--- src/inc/mbf_consts.svh ---
// shared constants for the microcontroller bus front end
`ifndef MBF_CONSTS_SVH
`define MBF_CONSTS_SVH
`define MBF_BYTE_W 8
`define MBF_ADDR_W 16
`define MBF_SEL_W 4
`define MBF_MODE_MUX 2'h0
`define MBF_MODE_NONMUX 2'h1
`define MBF_MODE_PAGE 2'h2
`define MBF_MODE_BURST 2'h3
`define MBF_ZERO_BYTE 8'h00
`define MBF_ZERO_ADDR 16'h0000
`define MBF_HIDX 15
`define MBF_LIDX 8
`endif

--- src/inc/mbf_pkg.sv ---
// types for the microcontroller bus front end
package mbf_pkg;
  typedef enum logic [1:0] {
    MBF_WR_STROBE = 2'h0,
    MBF_WR_RNW = 2'h1
  } mbf_wr_style_t;
  typedef enum logic [1:0] {
    MBF_RD_STROBE = 2'h0,
    MBF_RD_ECLK = 2'h1,
    MBF_RD_DSTROBE = 2'h2,
    MBF_RD_PFETCH = 2'h3
  } mbf_rd_style_t;
  typedef enum logic [2:0] {
    MBF_H_IDLE = 3'h1,
    MBF_H_ADDR = 3'h2,
    MBF_H_DATA = 3'h4
  } mbf_hstate_t;
endpackage

--- src/inc/mbf_bus_if.sv ---
// pin-level bus between host and device
`timescale 1ns/1ps
interface mbf_bus_if;
  logic [7:0] lo_h2d;
  logic [7:0] lo_h_oe_n;
  logic [7:0] up_h2d;
  logic [7:0] up_h_oe_n;
  logic [7:0] lo_d2h;
  logic lo_d_oe_n;
  logic [7:0] up_d2h;
  logic up_d_oe_n;
  logic address_strobe;
  logic write_control_input;
  logic read_control_input;
  logic code_fetch_input;
  modport host (output lo_h2d, lo_h_oe_n, up_h2d, up_h_oe_n, address_strobe, write_control_input,
                read_control_input, code_fetch_input, input lo_d2h, lo_d_oe_n, up_d2h, up_d_oe_n);
  modport dev (input lo_h2d, lo_h_oe_n, up_h2d, up_h_oe_n, address_strobe, write_control_input,
               read_control_input, code_fetch_input, output lo_d2h, lo_d_oe_n, up_d2h, up_d_oe_n);
endinterface

--- src/rtl/mbf_sync.sv ---
// two-flop synchroniser for a vector of pin inputs
`timescale 1ns/1ps
module mbf_sync #(
  parameter int W = 1
) (
  input wire logic MCLK_I,
  input wire logic RSTN_I,
  input wire logic [W-1:0] d_i,
  output logic [W-1:0] q_o
);
  logic [W-1:0] s1_r;
  initial begin
    if (W < 1) $error("mbf_sync: W must be positive");
  end
  always_ff @(posedge MCLK_I or negedge RSTN_I) begin
    if (!RSTN_I) begin
      s1_r <= '0;
      q_o <= '0;
    end else begin
      s1_r <= d_i;
      q_o <= s1_r;
    end
  end
endmodule // mbf_sync

--- src/rtl/mbf_device.sv ---
// device end: address latch, control decode, read data drive
`timescale 1ns/1ps
`include "mbf_consts.svh"
module mbf_device
  import mbf_pkg::*;
#(
  parameter int SEL_W = `MBF_SEL_W
) (
  // clock and reset
  input wire logic MCLK_I,
  input wire logic RSTN_I,
  // pins
  mbf_bus_if.dev BUS,
  // configuration
  input wire logic [1:0] BUS_MODE_I,
  input wire logic [1:0] WR_STYLE_I,
  input wire logic [1:0] RD_STYLE_I,
  input wire logic AS_ACTIVE_HIGH_I,
  // decode and read data
  input wire logic [SEL_W-1:0] BLOCK_SEL_I,
  input wire logic [7:0] RD_LO_I,
  input wire logic [7:0] RD_UP_I,
  // towards the logic arrays
  output logic [15:0] ARRAY_ADDR_O,
  output logic ARRAY_WR_O,
  output logic ARRAY_RD_O,
  output logic ARRAY_FETCH_O,
  output logic [7:0] WDATA_LO_O,
  output logic [7:0] WDATA_UP_O,
  output logic WRITE_STB_O
);
  initial begin
    if (SEL_W < 1) $error("mbf_device: SEL_W must be positive");
  end
  typedef struct packed {
    logic [15:0] addr;
    logic as_d;
    logic wr_d;
    logic wr;
    logic rd;
    logic fetch;
    logic drive;
    logic [7:0] lo_o;
    logic [7:0] up_o;
    logic [7:0] wlo;
    logic [7:0] wup;
    logic wstb;
  } mbf_dev_st_t;
  mbf_dev_st_t st_r, st_nxt;
  logic [7:0] lo_s, up_s;
  logic as_s, wc_s, rc_s, cf_s;
  // all host pins are asynchronous to this clock
  mbf_sync #(.W(20)) u_sync (
    .MCLK_I(MCLK_I),
    .RSTN_I(RSTN_I),
    .d_i({BUS.lo_h2d, BUS.up_h2d, BUS.address_strobe, BUS.write_control_input,
          BUS.read_control_input, BUS.code_fetch_input}),
    .q_o({lo_s, up_s, as_s, wc_s, rc_s, cf_s})
  );
  // decodes the read qualifier for every supported host style
  function automatic logic rd_active(input logic [1:0] sty, input logic rc, input logic wc);
    unique case (sty)
      MBF_RD_ECLK: rd_active = rc & wc; // E high with direction = read
      default: rd_active = ~rc; // strobe, data strobe, program fetch all low
    endcase
  endfunction
  logic as_lvl, wr_lvl;
  always_comb begin
    st_nxt = st_r;
    as_lvl = AS_ACTIVE_HIGH_I ? as_s : ~as_s;
    // address is transparent while the strobe is active, held afterwards
    st_nxt.as_d = as_lvl;
    if (as_lvl) begin
      st_nxt.addr = {up_s, lo_s};
    end
    // r/w direction low means write; qualified by the data phase strobe
    if (WR_STYLE_I == MBF_WR_RNW) begin
      wr_lvl = ~wc_s & ~rc_s;
    end else begin
      wr_lvl = ~wc_s;
    end
    st_nxt.wr = wr_lvl & ~as_lvl;
    st_nxt.rd = rd_active(RD_STYLE_I, rc_s, wc_s) & ~as_lvl;
    st_nxt.fetch = ~cf_s;
    st_nxt.wr_d = st_nxt.wr;
    st_nxt.wstb = st_r.wr & ~st_nxt.wr;
    // capture only while the synchronised strobe is still low, so the address that
    // returns on the port as the strobe rises is never taken as data
    if (st_nxt.wr) begin
      st_nxt.wlo = lo_s;
      st_nxt.wup = (BUS_MODE_I == `MBF_MODE_PAGE || BUS_MODE_I == `MBF_MODE_BURST) ? up_s : `MBF_ZERO_BYTE;
    end
    // limitation: selection from the decode arrays is trusted as given
    st_nxt.drive = st_nxt.rd & (|BLOCK_SEL_I);
    st_nxt.lo_o = st_nxt.drive ? RD_LO_I : `MBF_ZERO_BYTE;
    st_nxt.up_o = (st_nxt.drive && (BUS_MODE_I == `MBF_MODE_PAGE || BUS_MODE_I == `MBF_MODE_BURST)) ?
                  RD_UP_I : `MBF_ZERO_BYTE;
  end
  always_ff @(posedge MCLK_I or negedge RSTN_I) begin
    if (!RSTN_I) begin
      st_r <= '0;
    end else begin
      st_r <= st_nxt;
    end
  end
  assign BUS.lo_d2h = st_r.lo_o;
  assign BUS.up_d2h = st_r.up_o;
  assign BUS.lo_d_oe_n = ~st_r.drive;
  assign BUS.up_d_oe_n = ~(st_r.drive & (st_r.up_o != `MBF_ZERO_BYTE || BUS_MODE_I[1]));
  assign ARRAY_ADDR_O = st_r.addr;
  assign ARRAY_WR_O = st_r.wr;
  assign ARRAY_RD_O = st_r.rd;
  assign ARRAY_FETCH_O = st_r.fetch;
  assign WDATA_LO_O = st_r.wlo;
  assign WDATA_UP_O = st_r.wup;
  assign WRITE_STB_O = st_r.wstb;
endmodule // mbf_device

--- src/flat_wrapper.sv ---
// flat-port wrapper written by rule: the top's interface ports become plain ports
module mbf_device_flat import mbf_pkg::*;
#(
  parameter int SEL_W = `MBF_SEL_W
)
  (MCLK_I, RSTN_I, BUS_MODE_I, WR_STYLE_I, RD_STYLE_I, AS_ACTIVE_HIGH_I, BLOCK_SEL_I, RD_LO_I, RD_UP_I, ARRAY_ADDR_O, ARRAY_WR_O, ARRAY_RD_O, ARRAY_FETCH_O, WDATA_LO_O, WDATA_UP_O, WRITE_STB_O, BUS_lo_h2d, BUS_lo_h_oe_n, BUS_up_h2d, BUS_up_h_oe_n, BUS_address_strobe, BUS_write_control_input, BUS_read_control_input, BUS_code_fetch_input, BUS_lo_d2h, BUS_lo_d_oe_n, BUS_up_d2h, BUS_up_d_oe_n);
  mbf_bus_if BUS_i ();
  input wire logic MCLK_I;
  input wire logic RSTN_I;
  input wire logic [1:0] BUS_MODE_I;
  input wire logic [1:0] WR_STYLE_I;
  input wire logic [1:0] RD_STYLE_I;
  input wire logic AS_ACTIVE_HIGH_I;
  input wire logic [SEL_W-1:0] BLOCK_SEL_I;
  input wire logic [7:0] RD_LO_I;
  input wire logic [7:0] RD_UP_I;
  output logic [15:0] ARRAY_ADDR_O;
  output logic ARRAY_WR_O;
  output logic ARRAY_RD_O;
  output logic ARRAY_FETCH_O;
  output logic [7:0] WDATA_LO_O;
  output logic [7:0] WDATA_UP_O;
  output logic WRITE_STB_O;
  input wire logic [$bits(BUS_i.lo_h2d)-1:0] BUS_lo_h2d;
  input wire logic [$bits(BUS_i.lo_h_oe_n)-1:0] BUS_lo_h_oe_n;
  input wire logic [$bits(BUS_i.up_h2d)-1:0] BUS_up_h2d;
  input wire logic [$bits(BUS_i.up_h_oe_n)-1:0] BUS_up_h_oe_n;
  input wire logic [$bits(BUS_i.address_strobe)-1:0] BUS_address_strobe;
  input wire logic [$bits(BUS_i.write_control_input)-1:0] BUS_write_control_input;
  input wire logic [$bits(BUS_i.read_control_input)-1:0] BUS_read_control_input;
  input wire logic [$bits(BUS_i.code_fetch_input)-1:0] BUS_code_fetch_input;
  output wire logic [$bits(BUS_i.lo_d2h)-1:0] BUS_lo_d2h;
  output wire logic [$bits(BUS_i.lo_d_oe_n)-1:0] BUS_lo_d_oe_n;
  output wire logic [$bits(BUS_i.up_d2h)-1:0] BUS_up_d2h;
  output wire logic [$bits(BUS_i.up_d_oe_n)-1:0] BUS_up_d_oe_n;
  assign BUS_i.lo_h2d = BUS_lo_h2d;
  assign BUS_i.lo_h_oe_n = BUS_lo_h_oe_n;
  assign BUS_i.up_h2d = BUS_up_h2d;
  assign BUS_i.up_h_oe_n = BUS_up_h_oe_n;
  assign BUS_i.address_strobe = BUS_address_strobe;
  assign BUS_i.write_control_input = BUS_write_control_input;
  assign BUS_i.read_control_input = BUS_read_control_input;
  assign BUS_i.code_fetch_input = BUS_code_fetch_input;
  assign BUS_lo_d2h = BUS_i.lo_d2h;
  assign BUS_lo_d_oe_n = BUS_i.lo_d_oe_n;
  assign BUS_up_d2h = BUS_i.up_d2h;
  assign BUS_up_d_oe_n = BUS_i.up_d_oe_n;
  mbf_device #(.SEL_W(SEL_W)) u_core (.MCLK_I(MCLK_I), .RSTN_I(RSTN_I), .BUS(BUS_i), .BUS_MODE_I(BUS_MODE_I), .WR_STYLE_I(WR_STYLE_I), .RD_STYLE_I(RD_STYLE_I), .AS_ACTIVE_HIGH_I(AS_ACTIVE_HIGH_I), .BLOCK_SEL_I(BLOCK_SEL_I), .RD_LO_I(RD_LO_I), .RD_UP_I(RD_UP_I), .ARRAY_ADDR_O(ARRAY_ADDR_O), .ARRAY_WR_O(ARRAY_WR_O), .ARRAY_RD_O(ARRAY_RD_O), .ARRAY_FETCH_O(ARRAY_FETCH_O), .WDATA_LO_O(WDATA_LO_O), .WDATA_UP_O(WDATA_UP_O), .WRITE_STB_O(WRITE_STB_O));
endmodule
--- config.mk ---
export PLATFORM = sky130hd
export DESIGN_NAME = mbf_device_flat
export DESIGN_NICKNAME = d
export VERILOG_FILES = /design/src/inc/mbf_pkg.sv /design/src/inc/mbf_bus_if.sv /design/src/rtl/mbf_sync.sv /design/src/rtl/mbf_device.sv /design/src/flat_wrapper.sv
export VERILOG_INCLUDE_DIRS = /design/src /design/src/inc
export SDC_FILE = /design/constraint.sdc
export NUM_CORES = 1
export LEC_CHECK = 0
export BUFFER_PORTS_ARGS = -buffer_cell sky130_fd_sc_hd__buf_2
export CAP_MARGIN = 40
export CORE_MARGIN = 4
export CORE_UTILIZATION = 30
export CTS_BUF_LIST = sky130_fd_sc_hd__clkbuf_16
export DETAILED_ROUTE_END_ITERATION = 6
export SLEW_MARGIN = 20
export SYNTH_ARGS = -nofsm -noshare
export SYNTH_HDL_FRONTEND = slang
export SYNTH_SLANG_ARGS = --single-unit
export TNS_END_PERCENT = 10
--- constraint.sdc ---
create_clock -name MCLK_I -period 2.05 [get_ports MCLK_I]
set_clock_uncertainty 0.1 [all_clocks]
set_input_delay 0 -clock MCLK_I [delete_from_list [all_inputs] [get_ports MCLK_I]]
set_output_delay 0 -clock MCLK_I [all_outputs]
set_load 0.01 [all_outputs]
==> results of run 1 <==
[worst max path at each step]
stage                                              start  cells past startpoint                               end
after floorplan           u_core.u_sync.q_o[3]$_DFF_PN0_                      3  u_core.WDATA_LO_O[0]$_DFFE_PN0P_
after global placement    u_core.u_sync.q_o[3]$_DFF_PN0_                      4  u_core.WDATA_LO_O[4]$_DFFE_PN0P_
after detailed placement  u_core.u_sync.q_o[3]$_DFF_PN0_                      4  u_core.WDATA_LO_O[4]$_DFFE_PN0P_
after CTS                 u_core.BUS.up_d2h[4]$_DFF_PN0_                      4                     BUS_up_d_oe_n
after global routing                       BUS_MODE_I[1]                      6                     BUS_up_d_oe_n
final                     u_core.u_sync.q_o[3]$_DFF_PN0_                      4  u_core.WDATA_LO_O[5]$_DFFE_PN0P_
[routing by layer]
layer	up-vias	share of wire [%]	GRT usage (%)
met5	-	0	0
met4	0	1.9	6.18
met3	12	6.0	2.70
met2	71	51	18.9
met1	1045	41	14.1
li1	1015	-	-
[sequential cells by signal (all words and copies together), names as in the netlist]
name	cells
u_core.WDATA_UP_O	8
u_core.u_sync.s1_r	20
u_core.WRITE_STB_O	1
u_core.ARRAY_RD_O	1
u_core.ARRAY_WR_O	1
u_core.WDATA_LO_O	8
u_core.BUS.lo_d2h	8
u_core.ARRAY_FETCH_O	1
u_core.BUS.up_d2h	8
u_core.st_r	1
u_core.u_sync.q_o	20
u_core.ARRAY_ADDR_O	16
[logic make-up (layout without fill, tap and decap cells)]
| kind of cell | after synthesis | after routing |
|---|---|---|
| flops | 93 | 93 |
| simple gates | 88 | 88 |
| buf+inv | 66 | 180 |
| mux | 17 | 17 |
| compound gates | 3 | 3 |
| xor+xnor | 2 | 2 |
[cells in the mapped netlist (2+ instances only)]
cell type and n:
sky130_fd_sc_hd__dfrtp_1 93, sky130_fd_sc_hd__nand2_1 66, sky130_fd_sc_hd__buf_4 48, sky130_fd_sc_hd__inv_1 11, sky130_fd_sc_hd__mux2_2 9, sky130_fd_sc_hd__mux2i_1 8
sky130_fd_sc_hd__nor3_1 8, sky130_fd_sc_hd__nor3b_1 8, sky130_fd_sc_hd__clkbuf_1 5, sky130_fd_sc_hd__nor2_1 3, sky130_fd_sc_hd__nor2b_1 2
[layout by cell type, fill, tap and decap left out, types with 2 or more instances in the layout]
| cell | netlist | final |
|---|---|---|
| sky130_fd_sc_hd__nand2_1 | 66 | 66 |
| sky130_fd_sc_hd__nor2_1 | 3 | 3 |
| sky130_fd_sc_hd__clkbuf_16 | 0 | 9 |
| sky130_fd_sc_hd__inv_6 | 0 | 2 |
| sky130_fd_sc_hd__dlygate4sd3_1 | 0 | 46 |
| sky130_fd_sc_hd__buf_4 | 48 | 6 |
| sky130_fd_sc_hd__mux2i_1 | 8 | 8 |
| sky130_fd_sc_hd__dfrtp_1 | 93 | 93 |
| sky130_fd_sc_hd__nor2b_1 | 2 | 2 |
| sky130_fd_sc_hd__bufinv_16 | 0 | 3 |
| sky130_fd_sc_hd__mux2_2 | 9 | 9 |
| sky130_fd_sc_hd__nor3b_1 | 8 | 8 |
| sky130_fd_sc_hd__inv_1 | 11 | 11 |
| sky130_fd_sc_hd__buf_2 | 1 | 100 |
| sky130_fd_sc_hd__nor3_1 | 8 | 8 |
[layout make-up]
| cell class | instances | area, um^2 | area share [%] |
|---|---|---|---|
| clock buffer | 9 | 225 | 4.94 |
| clock inverter | 7 | 121 | 2.66 |
| inverter | 11 | 41.3 | 0.906 |
| multi-input combinational | 110 | 643 | 14.1 |
| sequential | 93 | 2330 | 51.0 |
| tap | 140 | 175 | 3.84 |
| timing repair buffer | 153 | 1030 | 22.5 |
[report_power, final]
part           leakage [nW]  internal (mW)  total [mW]  switching, mW
clock                 0.170           1.20        1.88          0.685
combinational         0.977          0.280       0.585          0.305
sequential             1.14           2.00        2.09         0.0819
[worst max-delay path, stage by stage (launching register included)]
cell                       delay [ns]
sky130_fd_sc_hd__dfrtp_1         0.43
sky130_fd_sc_hd__xnor2_2         0.17
sky130_fd_sc_hd__a311oi_4        0.29
sky130_fd_sc_hd__buf_4           0.22
sky130_fd_sc_hd__mux2_2          0.34
[stage by stage]
step / cell area (um^2) / setup slack, ns / hold slack, ns / power [mW]
after floorplan: 3400 / 0.362 / -0.396 / 2.52
after detailed placement: 3750 / 0.374 / -0.0244 / 2.65
after CTS: 4560 / 0.351 / 0.00414 / 4.64
final: 4560 / 0.381 / 0.0168 / 4.56
after global placement: 3750 / 0.404 / -0.0361 / 2.64
after global routing: 4560 / 0.236 / 0.0139 / 4.79
==> out/summary.md, run 1 <==
The initial antenna violation count is 0. After synthesis, the largest family of logic cells by area is buffers and inverters. The classification of the worst-slack hold path is in2reg. Timing would allow up to 599 MHz. The count of flip-flops with a built-in enable after synthesis is 0. Sequential elements use 68.5% of the synthesized area. Setup repair after global routing left no endpoint under its margin. Counting the buffers created by CTS gives 9. For this block, the initial DRC count from the detailed router was 41. The first-pass detailed-route iteration total is 4.

Critical register-to-register path startpoint: u_core.u_sync.q_o[3]$_DFF_PN0_. The final-layout fill cell count is 1057. In this run the register-to-register setup slack is 0.38 ns. After detailed placement, the design holds a cell count of 461. The fraction of final layout cells sized beyond drive strength 1 is 35.5%.

The power per cell area was 999 mW/mm^2; the routed length per placed instance was 13.5 um. The flow ran to the end, and the final reports show no timing, DRC or antenna violations. Of all flip-flops after synthesis, the portion carrying an async set or reset was 100%. The top cell type's share of synthesized area is 68.5%, and the antenna diode count is 0. The hold buffer count at CTS is 46, and the area of the core region is 0.0110 mm^2. In this run the horizontal extent of the chip is 114 um. The final layout contains 443 nets. The run gives 0 as the number of warning messages in the yosys log. Data on the critical path arrives at its endpoint at 1.79 ns. Non-filler instance count after layout: 523.

In the post-synthesis netlist, the biggest area contributors are sky130_fd_sc_hd__dfrtp_1, sky130_fd_sc_hd__buf_4, sky130_fd_sc_hd__nand2_1. Synthesis produced 269 cells. Across the VDD grid, the largest voltage drop is 0.000400 V.

The hold violation count in the final report was 0; the post-synthesis instance area was 0.00340 mm^2. The endpoint kind of the worst setup timing path is a register. Top cell type by total area after synthesis: sky130_fd_sc_hd__dfrtp_1. Main flop type after synthesis: sky130_fd_sc_hd__dfrtp_1.

The run gives 0.711 as the placer's final routability congestion estimate. The number of cell rows is 38, and the post-DP HPWL is 4590 um. The endpoint identified for the worst register-to-register timing path is u_core.WDATA_LO_O[5]$_DFFE_PN0P_. The worst-path maximum fanout is 8, and the total overflow reported by the global router is 0. For the pin with the worst max-slew slack, the measured transition is 0.655 ns. The number of max-slew violations in the final report is 0. The average vias per placed instance is 4.10.

Compared with the post-synthesis result, the final layout area differs by 34.1%. Of the total synthesized cell area, the portion taken by XOR and XNOR cells is 0.736%. The logs give 51 for the largest net degree at the start of global routing and 0.33 ns for the clock latency on the worst-skew pair. The synthesized design contains 93 register bits.

The adder and majority gate portion of the synthesized area was 0%; the buffer depth of the longest clock path was 2. The number of nets in the synthesized netlist is 334. During placement, the flow inserted port buffers numbering 101. For this run, the total global-route usage over all layers was measured as 11.5%. CTS saw 93 sinks. The area share of and/or/nand/nor cells after synthesis came out at 11.1%. During I/O placement, the number of pins put on the boundary was 119. Across the run, the number of max-cap violations was 0. Each instance of the synthesized netlist takes up on average 12.6 um^2.

The final critical delay including setup and external delays came out at 1.67 ns. The required time of the critical path was 2.17 ns. Distinct cell type count of the synthesized netlist: 19.

The run gives 41.5% as the final design utilization. Number of global-route vias before repair: 2351. For this block, the routed nets add up to 7060 um of wire. The root buffer cell chosen for the clock tree is sky130_fd_sc_hd__clkbuf_16. The critical setup path kind is reg2reg. The compound-gate portion of the synthesized area works out to 1.51%. The tools report the post-cts repair resize count as 0.

The worst pin sits at a relative slew slack of 56.4%. The endpoint of the worst hold-timing path was u_core.st_r[33]$_DFF_PN0_. Of the post-synthesis cell area, the part taken by muxes is 5.34%.

The number of cells on the worst reg-to-reg path is 4. The H-tree generated during clock tree synthesis spans 3 levels. TritonCTS built the clock tree. The depth of the worst hold-timing path was 4; the final total negative setup slack was 0 ns. Setup violations remaining at the end of the flow were counted as 0.

For this configuration, the core starts out at a cell density of 31.0%. The worst setup path is launched from a register. The remaining design rule violation count was 0. The count of buffers added by post-CTS timing repair for setup came out at 0. Die height: 114 um. The wire length of the first global-routing pass was 11600 um; the number of vias after detailed routing was 2143. For the area of the die, the log shows 0.0131 mm^2. The detail route stage leaves a number of antenna-violating nets equal to 0.

The analysis attributes to cell leakage a power of 2.29 nW. Clock-pin slew was measured on the worst setup and hold paths at 0.06 ns. The startpoint identified for the worst hold timing path is BLOCK_SEL_I[2]. The final critical path takes up 81.4% of the cycle.
Power figures use the tool's default switching activity.
==> inputs of run 2 (changes only) <==
==> constraint.sdc (replaced) <==
create_clock -name MCLK_I -period 1.7 [get_ports MCLK_I]
set_clock_uncertainty 0.1 [all_clocks]
set_input_delay 0 -clock MCLK_I [delete_from_list [all_inputs] [get_ports MCLK_I]]
set_output_delay 0 -clock MCLK_I [all_outputs]
set_load 0.01 [all_outputs]
==> out/summary.md, run 2 (synthesis gave the netlist of run 1 again) <==
Fraction of final layout cells sized beyond drive strength 1: 35.6% (was 35.5%). The run gives 0 (unchanged) as the number of routed nets with antenna violations. The routed length per placed instance came out at 13.6 um (was 13.5 um).

The leakage power summed over all cells was 2.28 nW (was 2.29 nW). The placer's final routability congestion estimate came out at 0.715 (was 0.711). Actual slew at the worst max-slew pin: 0.456 ns (was 0.655 ns). The path depth of the worst reg2reg path came out at 4 (unchanged). The number of max-slew violations in the final report is 0 (unchanged). Critical setup path kind: reg2reg (unchanged). Setup repair after global routing could not meet its margin everywhere. For the highest clock frequency the design can meet, the log shows 618 MHz (was 599 MHz). The arrival time reported for the critical path endpoint came out at 1.73 ns (was 1.79 ns). The logs give 18.8% (was 18.9%) for the met2 demand-to-capacity share in global routing and 1043 (was 1057) for the final-layout fill cell count. The share of the clock period used by the worst path after layout is 95.1% (was 81.4%). Top library cells by usage in the layout, fill and taps aside: sky130_fd_sc_hd__buf_2, sky130_fd_sc_hd__dfrtp_1, sky130_fd_sc_hd__nand2_1 (unchanged). The run gives 93 (unchanged) as the total number of clock tree sinks.

The run gives 525 (was 523) as the non-filler instance count after layout. TritonCTS built the clock tree. The depth of the worst hold-timing path is 4 (unchanged).

The setup violation total in the final timing report was 0 (unchanged); the final critical delay including setup and external delays was 1.62 ns (was 1.67 ns). The post-DP HPWL is 4670 um (was 4590 um). The clock latency on the worst-skew pair is 0.33 ns (about the same), and the DRC marker count from the first detailed-route iteration is 104 (was 41). Worst-path maximum fanout: 8 (unchanged). For the largest net degree at the start of global routing, the log shows 44 (was 51). The antenna diode count was 0 (unchanged); the fraction of power spent switching nets was 24.4% (was 23.5%). The final net count was 445 (was 443); the fraction of met3 tracks used by global routing was 3.81% (was 2.70%). The tools report the kind of start point of the critical path as a register (unchanged). The number of vias after detailed routing was 2159 (was 2143); the chip width was 114 um (unchanged). The total wirelength of the detailed-routed design is 7160 um (was 7060 um).

The die height came out at 114 um (unchanged). The count of buffers added by post-CTS timing repair for setup is 0 (unchanged). The effective utilization at floorplan is 31.0% (unchanged), and the met1 layer usage reported by global route is 14.6% (was 14.1%). The number of port buffers is 101 (unchanged), and the relative slew slack is 69.6% (was 56.4%).

The run gives 38 (unchanged) as the number of cell rows. Number of buffers inserted during clock tree synthesis: 9 (unchanged). For the total overflow reported by the global router, the log shows 0 (unchanged).

The logs give 0 (unchanged) for the hold violation count in the final report and 11700 um (was 11600 um) for the wire length of the first global-routing pass. The classification of the worst-slack hold path was in2reg (unchanged). The most used routing layer in global routing is met2 (unchanged).

The post-synthesis to final-layout area growth is 33.5% (was 34.1%), and the global-route usage over all layers is 11.8% (was 11.5%). The initial antenna violation count was 0 (unchanged); the average vias per placed instance was 4.11 (was 4.10). The logs give 0.0828 ns (was 0.381 ns) for the final setup slack of the worst path and 3 (unchanged) for the depth of the CTS H-tree. The cell internal power dissipation came out at 3.88 mW (was 3.48 mW). The cell count after placement was 462 (was 461); the area of the die was 0.0131 mm^2 (unchanged).

The tools report the number of maximum-capacitance violations as 0 (unchanged). Net switching power figure: 1.26 mW (was 1.07 mW). The buffer depth of the longest clock path was 2 (unchanged). The area of the core region is 0.0110 mm^2 (unchanged), and the sequential group share of total power is 48.9% (was 45.8%). The remaining design rule violation count is 0 (unchanged), and the part of the power in combinational logic is 14.0% (was 12.9%). The endpoint kind of the worst setup timing path is a register (unchanged). The number of global-route vias before repair was 2327 (was 2351). The most common cell after layout, fill and taps aside is sky130_fd_sc_hd__buf_2 (unchanged).

The number of top-level pins came out at 119 (unchanged). The tools report the post-placement setup slack as 0.0383 ns (was 0.374 ns). The run gives 4 (unchanged) as the first-pass detailed-route iteration total. Clock input transition at the sequential cells of the worst setup and hold paths: 0.06 ns (about the same). The tools report the required time of the critical path as 1.82 ns (was 2.17 ns). The worst supply voltage drop on vdd came out at 0.000446 V (was 0.000400 V). The clock root buffer is sky130_fd_sc_hd__clkbuf_16 (unchanged). The flow ran to the end, and the final reports show no timing, DRC or antenna violations.

The power per cell area works out to 1130 mW/mm^2 (was 999 mW/mm^2). The tools report the relative contribution of the clock network to total power as 37.0% (was 41.4%).
## run 2: metal layers
layer | routed length (um) | vias up | part of all wire (%)
li1 | - | 1018 | -
met1 | 2880 | 1057 | 40
met2 | 3600 | 73 | 50
met3 | 544 | 11 | 7.6
met4 | 132 | 0 | 1.8
met5 | 0 | - | 0
## run 2: area by class of cell
class	count	area, um^2	area share [%]
flip-flops and latches	93	2330	51.3
repair buffers	155	1060	23.3
multi-input cells	110	657	14.5
clock buffers	9	225	4.96
well taps	140	175	3.86
clock inverters	7	57.6	1.27
inverters	11	41.3	0.910
## run 2: worst max-delay path: stages, from the launching register on
cell and delay, ns:
sky130_fd_sc_hd__dfrtp_1 0.43, sky130_fd_sc_hd__xnor2_2 0.18, sky130_fd_sc_hd__a311oi_4 0.30, sky130_fd_sc_hd__buf_12 0.17
sky130_fd_sc_hd__mux2_2 0.33
## run 2: power groups by stage
stage	combinational, mW	clock (mW)	sequential (mW)
6_report	0.720	1.90	2.51
5_1_grt	0.801	2.09	2.54
4_1_cts	0.737	1.98	2.52
3_5_place_dp	0.650	0	2.56
3_3_place_gp	0.639	0	2.55
2_1_floorplan	0.506	0	2.53
## run 2: final timing paths
check	slack, ns	endpoint	startpoint
worst max register to register	0.08	u_core.WDATA_LO_O[2]$_DFFE_PN0P_	u_core.u_sync.q_o[3]$_DFF_PN0_
worst min register to register	0.25	u_core.u_sync.q_o[19]$_DFF_PN0_	u_core.u_sync.s1_r[19]$_DFF_PN0_
worst max-delay path	0.08	u_core.WDATA_LO_O[2]$_DFFE_PN0P_	u_core.u_sync.q_o[3]$_DFF_PN0_
worst min-delay path	0.03	u_core.st_r[33]$_DFF_PN0_	BLOCK_SEL_I[0]
min in group asynchronous	0.06	u_core.u_sync.q_o[14]$_DFF_PN0_	RSTN_I
max in group asynchronous	0.84	u_core.BUS.lo_d2h[4]$_DFF_PN0_	RSTN_I
## run 2: metrics by stage
stage / utilization, % / total power [mW] / hold slack [ns] / setup TNS [ns] / area [um^2]
6_report: 41.3 / 5.14 / 0.0314 / 0 / 4540
5_1_grt: 41.3 / 5.43 / 0.0454 / -0.00216 / 4540
4_1_cts: 41.3 / 5.24 / 0.00927 / 0 / 4530
3_3_place_gp: 34.3 / 3.19 / -0.114 / 0 / 3770
3_5_place_dp: 34.3 / 3.21 / -0.109 / 0 / 3770
2_1_floorplan: - / 3.04 / -0.396 / 0 / 3400
## run 2: repair_timing
item                                    CTS  global route
hold buffers                             47             0
gates resized for setup                   1             1
hold endpoints to repair                133             0
pin swaps                                 0             1
endpoints found under the setup margin    1            11
